File: src/stf_pkg.sv
// Package with the startup-timeout fault handler's constants and types.
package stf_pkg;

  // Register offsets within the command space.
  localparam logic [7:0] STF_ACTION_OFFSET   = 8'h63;
  localparam logic [7:0] STF_TIME_UNIT_OFFSET = 8'hd2;

  // Field positions of the action byte.
  localparam int STF_RESP_LSB  = 6;
  localparam int STF_RETRY_LSB = 3;
  localparam int STF_DELAY_LSB = 0;

  // Value after reset of the action byte: disable until cleared, no retry.
  localparam logic [7:0] STF_ACTION_RESET = 8'hc0;

  // Response codes.
  localparam logic [1:0] STF_RESP_IGNORE  = 2'h0;
  localparam logic [1:0] STF_RESP_RUN     = 2'h1;
  localparam logic [1:0] STF_RESP_RETRY   = 2'h2;
  localparam logic [1:0] STF_RESP_LATCH   = 2'h3;

  // Retry count codes.
  localparam logic [2:0] STF_RETRY_NONE    = 3'h0;
  localparam logic [2:0] STF_RETRY_FOREVER = 3'h7;

  // Clock rate and the default length of one delay time unit.
  localparam int STF_CLK_HZ      = 10_000_000;
  localparam int STF_UNIT_US     = 1000;
  localparam int STF_UNIT_CYCLES = STF_UNIT_US * (STF_CLK_HZ / 1_000_000);

  // Byte write from the command interface.
  typedef struct packed {
    logic       wr;
    logic [7:0] addr;
    logic [7:0] data;
  } stf_cmd_t;

  // Events that clear a latched fault.
  typedef struct packed {
    logic clear_bit;
    logic clear_faults;
    logic reset_cmd;
    logic bias_lost;
  } stf_clear_t;

  typedef enum logic [2:0] {
    STF_ST_IDLE,
    STF_ST_RUN_DELAY,
    STF_ST_OFF_WAIT,
    STF_ST_RESTART,
    STF_ST_LATCHED
  } stf_state_t;

endpackage

File: src/stf_tick_div.sv
// Divider that makes a one-cycle delay-expiry pulse.
`timescale 1ns/100ps
module stf_tick_div #(
  parameter int UNIT_CYCLES = 10000
) (
  input  wire logic       ref_clk,   // System clock.
  input  wire logic       srst,      // Synchronous reset, active high.
  input  wire logic       start,     // Restart the count from zero.
  input  wire logic [2:0] exp_sel,   // Delay code n: wait 2**n units.
  output logic            done       // Pulse when the delay has elapsed.
);
  import stf_pkg::*;

  logic [31:0] cyc_reg;
  logic [7:0]  units_reg;
  logic        busy_reg;
  logic [7:0]  units_goal;

  assign units_goal = 8'h01 << exp_sel;

  always_ff @(posedge ref_clk) begin
    if (srst) begin
      cyc_reg   <= '0;
      units_reg <= '0;
      busy_reg  <= 1'b0;
      done      <= 1'b0;
    end else if (start) begin
      cyc_reg   <= '0;
      units_reg <= '0;
      busy_reg  <= 1'b1;
      done      <= 1'b0;
    end else begin
      done <= 1'b0;
      if (busy_reg) begin
        if (cyc_reg == 32'(UNIT_CYCLES - 1)) begin
          cyc_reg <= '0;
          if (units_reg + 8'h01 == units_goal) begin
            busy_reg <= 1'b0;
            done     <= 1'b1;
          end else begin
            units_reg <= units_reg + 8'h01;
          end
        end else begin
          cyc_reg <= cyc_reg + 32'h1;
        end
      end
    end
  end
endmodule

File: src/stf_core.sv
// Startup-timeout fault response: shutdown, retry and latch-off sequencing.
//
// Overview of operation
// - Code 10: on fault disable output, then follow the retry count field.
// - Code 11: disable on fault and stay off, latched, until cleared.
// - Latch clears on bit clear, CLEAR_FAULTS, reset, off-on cycle, bias loss.
// - Retry code 000: no restart; output stays off until fault cleared.
// - Codes 001..110 allow one to six restarts, then stay off latched.
// - Restart attempts start two to the delay code time units apart.
// - Retry code 111 retries forever until commanded off, bias lost or another fault.
// - Delay code n means two to the n time units.
// - Delay is run time after fault or spacing between restarts.
// - Time unit is fixed by the UNIT_CYCLES parameter; no register setting selects it.
// - Response 00 ignores the fault and keeps running.
// - Response 01 runs for the delay, then follows the retry count field if fault persists.
// - Fault is raised when output misses threshold in limit; zero disables.
`timescale 1ns/100ps
module stf_core #(
  parameter int UNIT_CYCLES = stf_pkg::STF_UNIT_CYCLES
) (
  input  wire logic               ref_clk,      // System clock, 10 MHz.
  input  wire logic               srst,         // Synchronous reset.
  input  wire stf_pkg::stf_cmd_t  cmd,          // Byte write from host.
  input  wire stf_pkg::stf_clear_t clr,         // Fault clearing events.
  input  wire logic               on_cmd,       // Output commanded on.
  input  wire logic               uv_ok_pin,    // Output above UV threshold.
  input  wire logic               limit_zero,   // Timeout limit is zero.
  input  wire logic               timeout_pin,  // Timeout expired, raw.
  input  wire logic               other_fault,  // Other fault shut down.
  output logic [7:0]              action_rd,    // Action byte readback.
  output logic                    out_en,       // Output enable.
  output logic                    fault_latched,// Fault latched, off.
  output logic                    fault_seen,   // Startup timeout pending.
  output logic [2:0]              attempts      // Restarts made so far.
);
  import stf_pkg::*;

  ////////////////////////////////////////////////////////////////////////
  // Pin synchronisers.

  logic [1:0] uv_sync_reg;
  logic [1:0] to_sync_reg;
  logic       uv_ok;
  logic       timeout_raw;

  always_ff @(posedge ref_clk) begin
    if (srst) begin
      uv_sync_reg <= '0;
      to_sync_reg <= '0;
    end else begin
      uv_sync_reg <= {uv_sync_reg[0], uv_ok_pin};
      to_sync_reg <= {to_sync_reg[0], timeout_pin};
    end
  end

  assign uv_ok       = uv_sync_reg[1];
  assign timeout_raw = to_sync_reg[1];

  ////////////////////////////////////////////////////////////////////////
  // Action byte register.

  logic [7:0] action_reg;
  logic [1:0] resp;
  logic [2:0] retry_code;
  logic [2:0] delay_code;

  always_ff @(posedge ref_clk) begin
    if (srst) begin
      action_reg <= STF_ACTION_RESET;
    end else if (cmd.wr && cmd.addr == STF_ACTION_OFFSET) begin
      action_reg <= cmd.data;
    end
  end

  assign resp       = action_reg[STF_RESP_LSB +: 2];
  assign retry_code = action_reg[STF_RETRY_LSB +: 3];
  assign delay_code = action_reg[STF_DELAY_LSB +: 3];

  always_ff @(posedge ref_clk) begin
    if (srst) begin
      action_rd <= STF_ACTION_RESET;
    end else begin
      action_rd <= action_reg;
    end
  end

  ////////////////////////////////////////////////////////////////////////
  // Fault detection and clearing.

  logic fault;
  logic on_prev_reg;
  logic off_on_cycle;
  logic clear_any;

  // A zero limit means the output may take forever to come up.
  assign fault = timeout_raw && !limit_zero && !uv_ok;

  always_ff @(posedge ref_clk) begin
    if (srst) begin
      on_prev_reg <= 1'b0;
    end else begin
      on_prev_reg <= on_cmd;
    end
  end

  // Only the rising edge of on is a clearing event; the fall merely stops.
  assign off_on_cycle = on_cmd && !on_prev_reg;
  assign clear_any    = clr.clear_bit || clr.clear_faults ||
                        clr.reset_cmd || clr.bias_lost || off_on_cycle;

  ////////////////////////////////////////////////////////////////////////
  // Delay timer.

  logic timer_start;
  logic timer_done;

  stf_tick_div #(
    .UNIT_CYCLES (UNIT_CYCLES)
  ) u_div (
    .ref_clk (ref_clk),
    .srst    (srst),
    .start   (timer_start),
    .exp_sel (delay_code),
    .done    (timer_done)
  );

  ////////////////////////////////////////////////////////////////////////
  // Response sequencer.

  stf_state_t state_reg;
  logic [2:0] count_reg;
  logic       stop;
  logic       retries_left;

  // Another fault, bias loss or command off ends the off-wait between restarts.
  assign stop = !on_cmd || clr.bias_lost || other_fault;
  assign retries_left = (retry_code == STF_RETRY_FOREVER) ||
                        (count_reg < retry_code);

  assign timer_start = (state_reg == STF_ST_IDLE && fault &&
                        resp == STF_RESP_RUN) ||
                       (state_reg == STF_ST_RUN_DELAY && timer_done &&
                        fault) ||
                       (state_reg == STF_ST_IDLE && fault &&
                        resp == STF_RESP_RETRY) ||
                       (state_reg == STF_ST_RESTART && fault);

  always_ff @(posedge ref_clk) begin
    if (srst || clear_any) begin
      state_reg <= STF_ST_IDLE;
      count_reg <= '0;
    end else begin
      case (state_reg)
        STF_ST_IDLE: begin
          if (fault) begin
            case (resp)
              STF_RESP_IGNORE: state_reg <= STF_ST_IDLE;
              STF_RESP_RUN:    state_reg <= STF_ST_RUN_DELAY;
              STF_RESP_RETRY:  state_reg <= STF_ST_OFF_WAIT;
              default:         state_reg <= STF_ST_LATCHED;
            endcase
          end
        end
        STF_ST_RUN_DELAY: begin
          // Delay here is run time while the output stays on.
          if (!fault) begin
            state_reg <= STF_ST_IDLE;
          end else if (timer_done) begin
            state_reg <= STF_ST_OFF_WAIT;
          end
        end
        STF_ST_OFF_WAIT: begin
          if (retry_code == STF_RETRY_NONE) begin
            state_reg <= STF_ST_LATCHED;
          end else if (stop) begin
            state_reg <= STF_ST_LATCHED;
          end else if (timer_done) begin
            if (retries_left) begin
              state_reg <= STF_ST_RESTART;
              if (retry_code != STF_RETRY_FOREVER) begin
                count_reg <= count_reg + 3'h1;
              end
            end else begin
              state_reg <= STF_ST_LATCHED;
            end
          end
        end
        STF_ST_RESTART: begin
          if (uv_ok) begin
            state_reg <= STF_ST_IDLE;
            count_reg <= '0;
          end else if (fault) begin
            state_reg <= STF_ST_OFF_WAIT;
          end
        end
        default: begin
          state_reg <= STF_ST_LATCHED;
        end
      endcase
    end
  end

  ////////////////////////////////////////////////////////////////////////
  // Registered outputs.

  always_ff @(posedge ref_clk) begin
    if (srst) begin
      out_en        <= 1'b0;
      fault_latched <= 1'b0;
      fault_seen    <= 1'b0;
      attempts      <= '0;
    end else begin
      out_en <= on_cmd && state_reg != STF_ST_OFF_WAIT &&
                state_reg != STF_ST_LATCHED;
      fault_latched <= state_reg == STF_ST_LATCHED;
      fault_seen    <= fault;
      attempts      <= count_reg;
    end
  end
endmodule

File: config.mk
export PLATFORM = sky130hd
export DESIGN_NAME = stf_core
export DESIGN_NICKNAME = d
export VERILOG_FILES = /design/src/stf_pkg.sv /design/src/stf_tick_div.sv /design/src/stf_core.sv
export SDC_FILE = /design/constraint.sdc
export NUM_CORES = 1
export LEC_CHECK = 0
export BUFFER_PORTS_ARGS = -buffer_cell sky130_fd_sc_hd__buf_2
export CAP_MARGIN = 20
export CORE_ASPECT_RATIO = 0.5
export CORE_MARGIN = 2
export CORE_UTILIZATION = 30
export DETAILED_ROUTE_END_ITERATION = 10
export PLACE_DENSITY_LB_ADDON = 0.1
export SYNTH_ARGS = -nofsm -noshare
export SYNTH_HDL_FRONTEND = slang
export SYNTH_SLANG_ARGS = --single-unit
File: constraint.sdc
create_clock -name ref_clk -period 2.5 [get_ports ref_clk]
set_input_delay 0.5 -clock ref_clk [delete_from_list [all_inputs] [get_ports ref_clk]]
set_output_delay 0.5 -clock ref_clk [all_outputs]
set_load 0.01 [all_outputs]
==> flow_summary.yaml <==
synthesis:
  leading_post_synthesis_cells_by_cell_area: "sky130_fd_sc_hd__dfxtp_1, sky130_fd_sc_hd__nor2_1, sky130_fd_sc_hd__xor2_1, sky130_fd_sc_hd__xnor2_1, sky130_fd_sc_hd__nand3_1"
  seq_cells_post_synth: 75
  synth_cell_type_count: 60
  syn-cell-area_mm2: 0.00362
  yosysTopAreaCellShare: 0.415
  yosysMostFrequentCell: "sky130_fd_sc_hd__dfxtp_1"
  post_synth_inst_count: 414
  synthesis.yosys.warnings: 0
  synth-edff-count: 0
  avgSynthCellArea_um2: 8.74
  syn_nets: 447
  ys_dominant_reg_cell: "sky130_fd_sc_hd__dfxtp_1"
  synth_top_cell_by_area: "sky130_fd_sc_hd__dfxtp_1"
  async_flop_share: 0
  yosys-top-cells-count: "sky130_fd_sc_hd__dfxtp_1, sky130_fd_sc_hd__nor2_1, sky130_fd_sc_hd__nand2_1, sky130_fd_sc_hd__xor2_1, sky130_fd_sc_hd__nand3_1"
  yosysSeqAreaShare: 0.415
grt:
  first_global_vias: 2767
  grt_pass1_wl_um: 13600
  gr-total-overflow: 0
  grt_antenna_before_repair: 0
  gr-usage-all-layers: 0.131
  grt_max_degree: 32
detailed_routing:
  drt-pass1-iter-count: 4
  post_drt_via_cell_ratio: 4.59
  wl_um: 8010
  detail_route.wl_per_cell_um: 12.6
  post-route-drc-count: 0
  detailedRoute.firstIterationViolations: 87
  drt.antenna.violating_nets: 0
  route.vias.total: 2917
cts:
  clk_lat_worst_skew_ns: 0.33
  cts_hold_buf: 0
  tritoncts_num_sinks: 75
  cts_tree: "yes"
  clockRootBuffer: "sky130_fd_sc_hd__clkbuf_16"
  htree_num_levels: 3
  cts.reportedPaths.clkPinSlew_ns: 0.06
  clockBufferDepth: 2
  tritoncts.num_buffers: 9
floorplan:
  dieWidth_um: 159
  floorplan.core_area_mm2: 0.0118
  rows: 28
  floorplan.initialDensity: 0.307
  die_outline_height_um: 81.7
  full_die_area_mm2: 0.0130
  floorplan.io_pins: 42
setup_path:
  worst_r2r_endpoint: "u_div.units_reg[7]$_SDFFE_PP0P_"
  worstPathMaxFanout: 7
  timing.rr.start: "u_div.units_reg[1]$_SDFFE_PP0P_"
  cp.required_ns: 2.76
  critical_path.startpoint_type: "flop"
  cp.arrival_ns: 2.59
  worst_setup_path_end_kind: "flop"
  timing.reg2reg.setup_slack_ns: 0.17
  timing_worst_setup_path_type: "flop to flop"
  timing.reg2reg.worst_path_depth: 9
sta:
  timing.final.crit_share: 0.931
  final.setup.tns_ns: 0
  timing.final.crit_period_ns: 2.33
  final.setup_skew_ns: 0.00476
  setup-violations-final: 0
  rsz0062_at_grt: "false"
  finalHoldViolations: 0
  slew_violations: 0
  timing.slew.headroom: 0.629
  worstMarginPinSlew_ns: 0.552
  clock.fmax_ghz: 0.430
cells_and_area:
  num-fill-cells: 1252
  area_growth_pct: 21.3
  utilization: 0.372
  number_of_flip_flops_under_the_largest_register_name: 32
  fraction_of_final_layout_cells_with_drive_strength_greater_than_1: 0.196
  area.sequential_mm2: 0.00150
  multi_input_comb_area_mm2: 0.00198
  antenna_cells: 0
  final_net_count: 498
min_path:
  whs_endpoint: "action_reg[6]$_SDFFE_PP1P_"
  worst_hold_startpoint: "cmd[6]"
  worstHoldPathCells: 2
  hp_class: "input port to flop"
placed_design:
  hpwl_um: 5740
  gp_congestion: 0.780
  place.port_buffers: 41
pwr:
  power.leakage_nw: 1.64
  power-per-cell-area_mw_per_mm2: 588
  power.ir.vdd_worst_uv: 349
flow_run:
  maxCapViolations: 0
outcome:
  run_status: "finished clean"
==> critical path, stage by stage, from the launching register on <==
cell and delay (ns):
sky130_fd_sc_hd__dfxtp_1 0.39, sky130_fd_sc_hd__ha_1 0.22, sky130_fd_sc_hd__nand2_1 0.09, sky130_fd_sc_hd__or3_4 0.36, sky130_fd_sc_hd__a211o_1 0.33, sky130_fd_sc_hd__a211oi_4 0.28
sky130_fd_sc_hd__a31oi_4 0.12, sky130_fd_sc_hd__buf_4 0.18, sky130_fd_sc_hd__a21o_1 0.17, sky130_fd_sc_hd__a21oi_1 0.11
==> where the power goes <==
group	internal (W)	switching, W
Clock	0.000826	0.000496
Sequential	0.00120	0.00000161
Combinational	0.0000279	0.0000317
Total	0.00205	0.000530
==> placed cells by master (no fill, tap or decap), types with 2 or more instances in the layout <==
cell type,count
sky130_fd_sc_hd__a211o_1,2
sky130_fd_sc_hd__a211oi_1,2
sky130_fd_sc_hd__a21o_1,4
sky130_fd_sc_hd__a21oi_1,8
sky130_fd_sc_hd__a311oi_1,4
sky130_fd_sc_hd__and3_1,8
sky130_fd_sc_hd__and3b_1,2
sky130_fd_sc_hd__and4_1,2
sky130_fd_sc_hd__buf_2,41
sky130_fd_sc_hd__buf_4,17
sky130_fd_sc_hd__clkbuf_16,9
sky130_fd_sc_hd__clkbuf_8,2
sky130_fd_sc_hd__clkinv_2,2
sky130_fd_sc_hd__dfxtp_1,73
sky130_fd_sc_hd__dfxtp_2,2
sky130_fd_sc_hd__ha_1,5
sky130_fd_sc_hd__inv_1,12
sky130_fd_sc_hd__mux2i_1,10
sky130_fd_sc_hd__nand2_1,28
sky130_fd_sc_hd__nand2b_1,3
sky130_fd_sc_hd__nand3_1,25
sky130_fd_sc_hd__nand4_1,14
sky130_fd_sc_hd__nor2_1,71
sky130_fd_sc_hd__nor2b_1,16
sky130_fd_sc_hd__nor3_1,2
sky130_fd_sc_hd__nor4_1,8
sky130_fd_sc_hd__nor4b_1,4
sky130_fd_sc_hd__o211ai_1,3
sky130_fd_sc_hd__o21a_1,3
sky130_fd_sc_hd__o21ai_0,6
sky130_fd_sc_hd__o31ai_1,2
sky130_fd_sc_hd__or2_2,3
sky130_fd_sc_hd__or3_1,4
sky130_fd_sc_hd__xnor2_1,14
sky130_fd_sc_hd__xor2_1,27
==> per-layer routing <==
| layer | GRT usage | routed length [um] | up-vias |
|---|---|---|---|
| li1 | - | - | 1535 |
| met4 | 0.0382 | 92 | 0 |
| met2 | 0.204 | 3290 | 35 |
| met1 | 0.178 | 4360 | 1338 |
| met3 | 0.0374 | 264 | 9 |
| met5 | 0 | 0 | - |
==> cells by family after synthesis <==
family                   after synthesis  synth area share
buffers and inverters                 31            0.0425
XOR/XNOR                              42             0.102
AND/OR/NAND/NOR                      201             0.285
AO/OA/AOI/OAI                         49             0.108
flip-flops                            75             0.415
adder cells (fa/ha/maj)                5            0.0173
multiplexers                          11            0.0308
==> how the worst max path moves through the flow <==
stage	cells past startpoint	slack (ns)	endpoint	from
floorplan	8	0.15	u_div.units_reg[6]$_SDFFE_PP0P_	u_div.units_reg[1]$_SDFFE_PP0P_
global placement	8	0.16	u_div.units_reg[5]$_SDFFE_PP0P_	u_div.units_reg[4]$_SDFFE_PP0P_
detailed placement	8	0.12	u_div.units_reg[7]$_SDFFE_PP0P_	action_reg[1]$_SDFFE_PP0P_
CTS	8	0.1	u_div.units_reg[7]$_SDFFE_PP0P_	action_reg[1]$_SDFFE_PP0P_
global route	9	0.02	u_div.units_reg[5]$_SDFFE_PP0P_	u_div.units_reg[1]$_SDFFE_PP0P_
finish	9	0.17	u_div.units_reg[7]$_SDFFE_PP0P_	u_div.units_reg[1]$_SDFFE_PP0P_
==> cell type report <==
| type | count | area share |
|---|---|---|
| multi-input cells | 308 | 0.450 |
| flip-flops and latches | 75 | 0.342 |
| repair buffers | 59 | 0.0803 |
| clock buffers | 12 | 0.0584 |
| well taps | 165 | 0.0470 |
| clock inverters | 4 | 0.0111 |
| inverters | 12 | 0.0103 |
==> per-stage QoR <==
stage,hold slack [ns],std cells,total power (W),cell area [um2],setup slack (ns)
after CTS,0.364,635,0.00263,4380,0.0951
after global routing,0.365,635,0.00268,4390,0.0234
final,0.375,635,0.00258,4390,0.173
after detailed placement,0.426,619,0.00129,4070,0.120
after floorplan,0.414,414,0.00126,3620,0.148
after global placement,0.419,619,0.00129,4070,0.161
==> what timing repair did <==
action | 4_1_cts | 5_1_grt
resized for setup | 0 | 4
setup endpoints to repair | 0 | 8
buffers inserted | 0 | 0
Power figures use the tool's default switching activity.
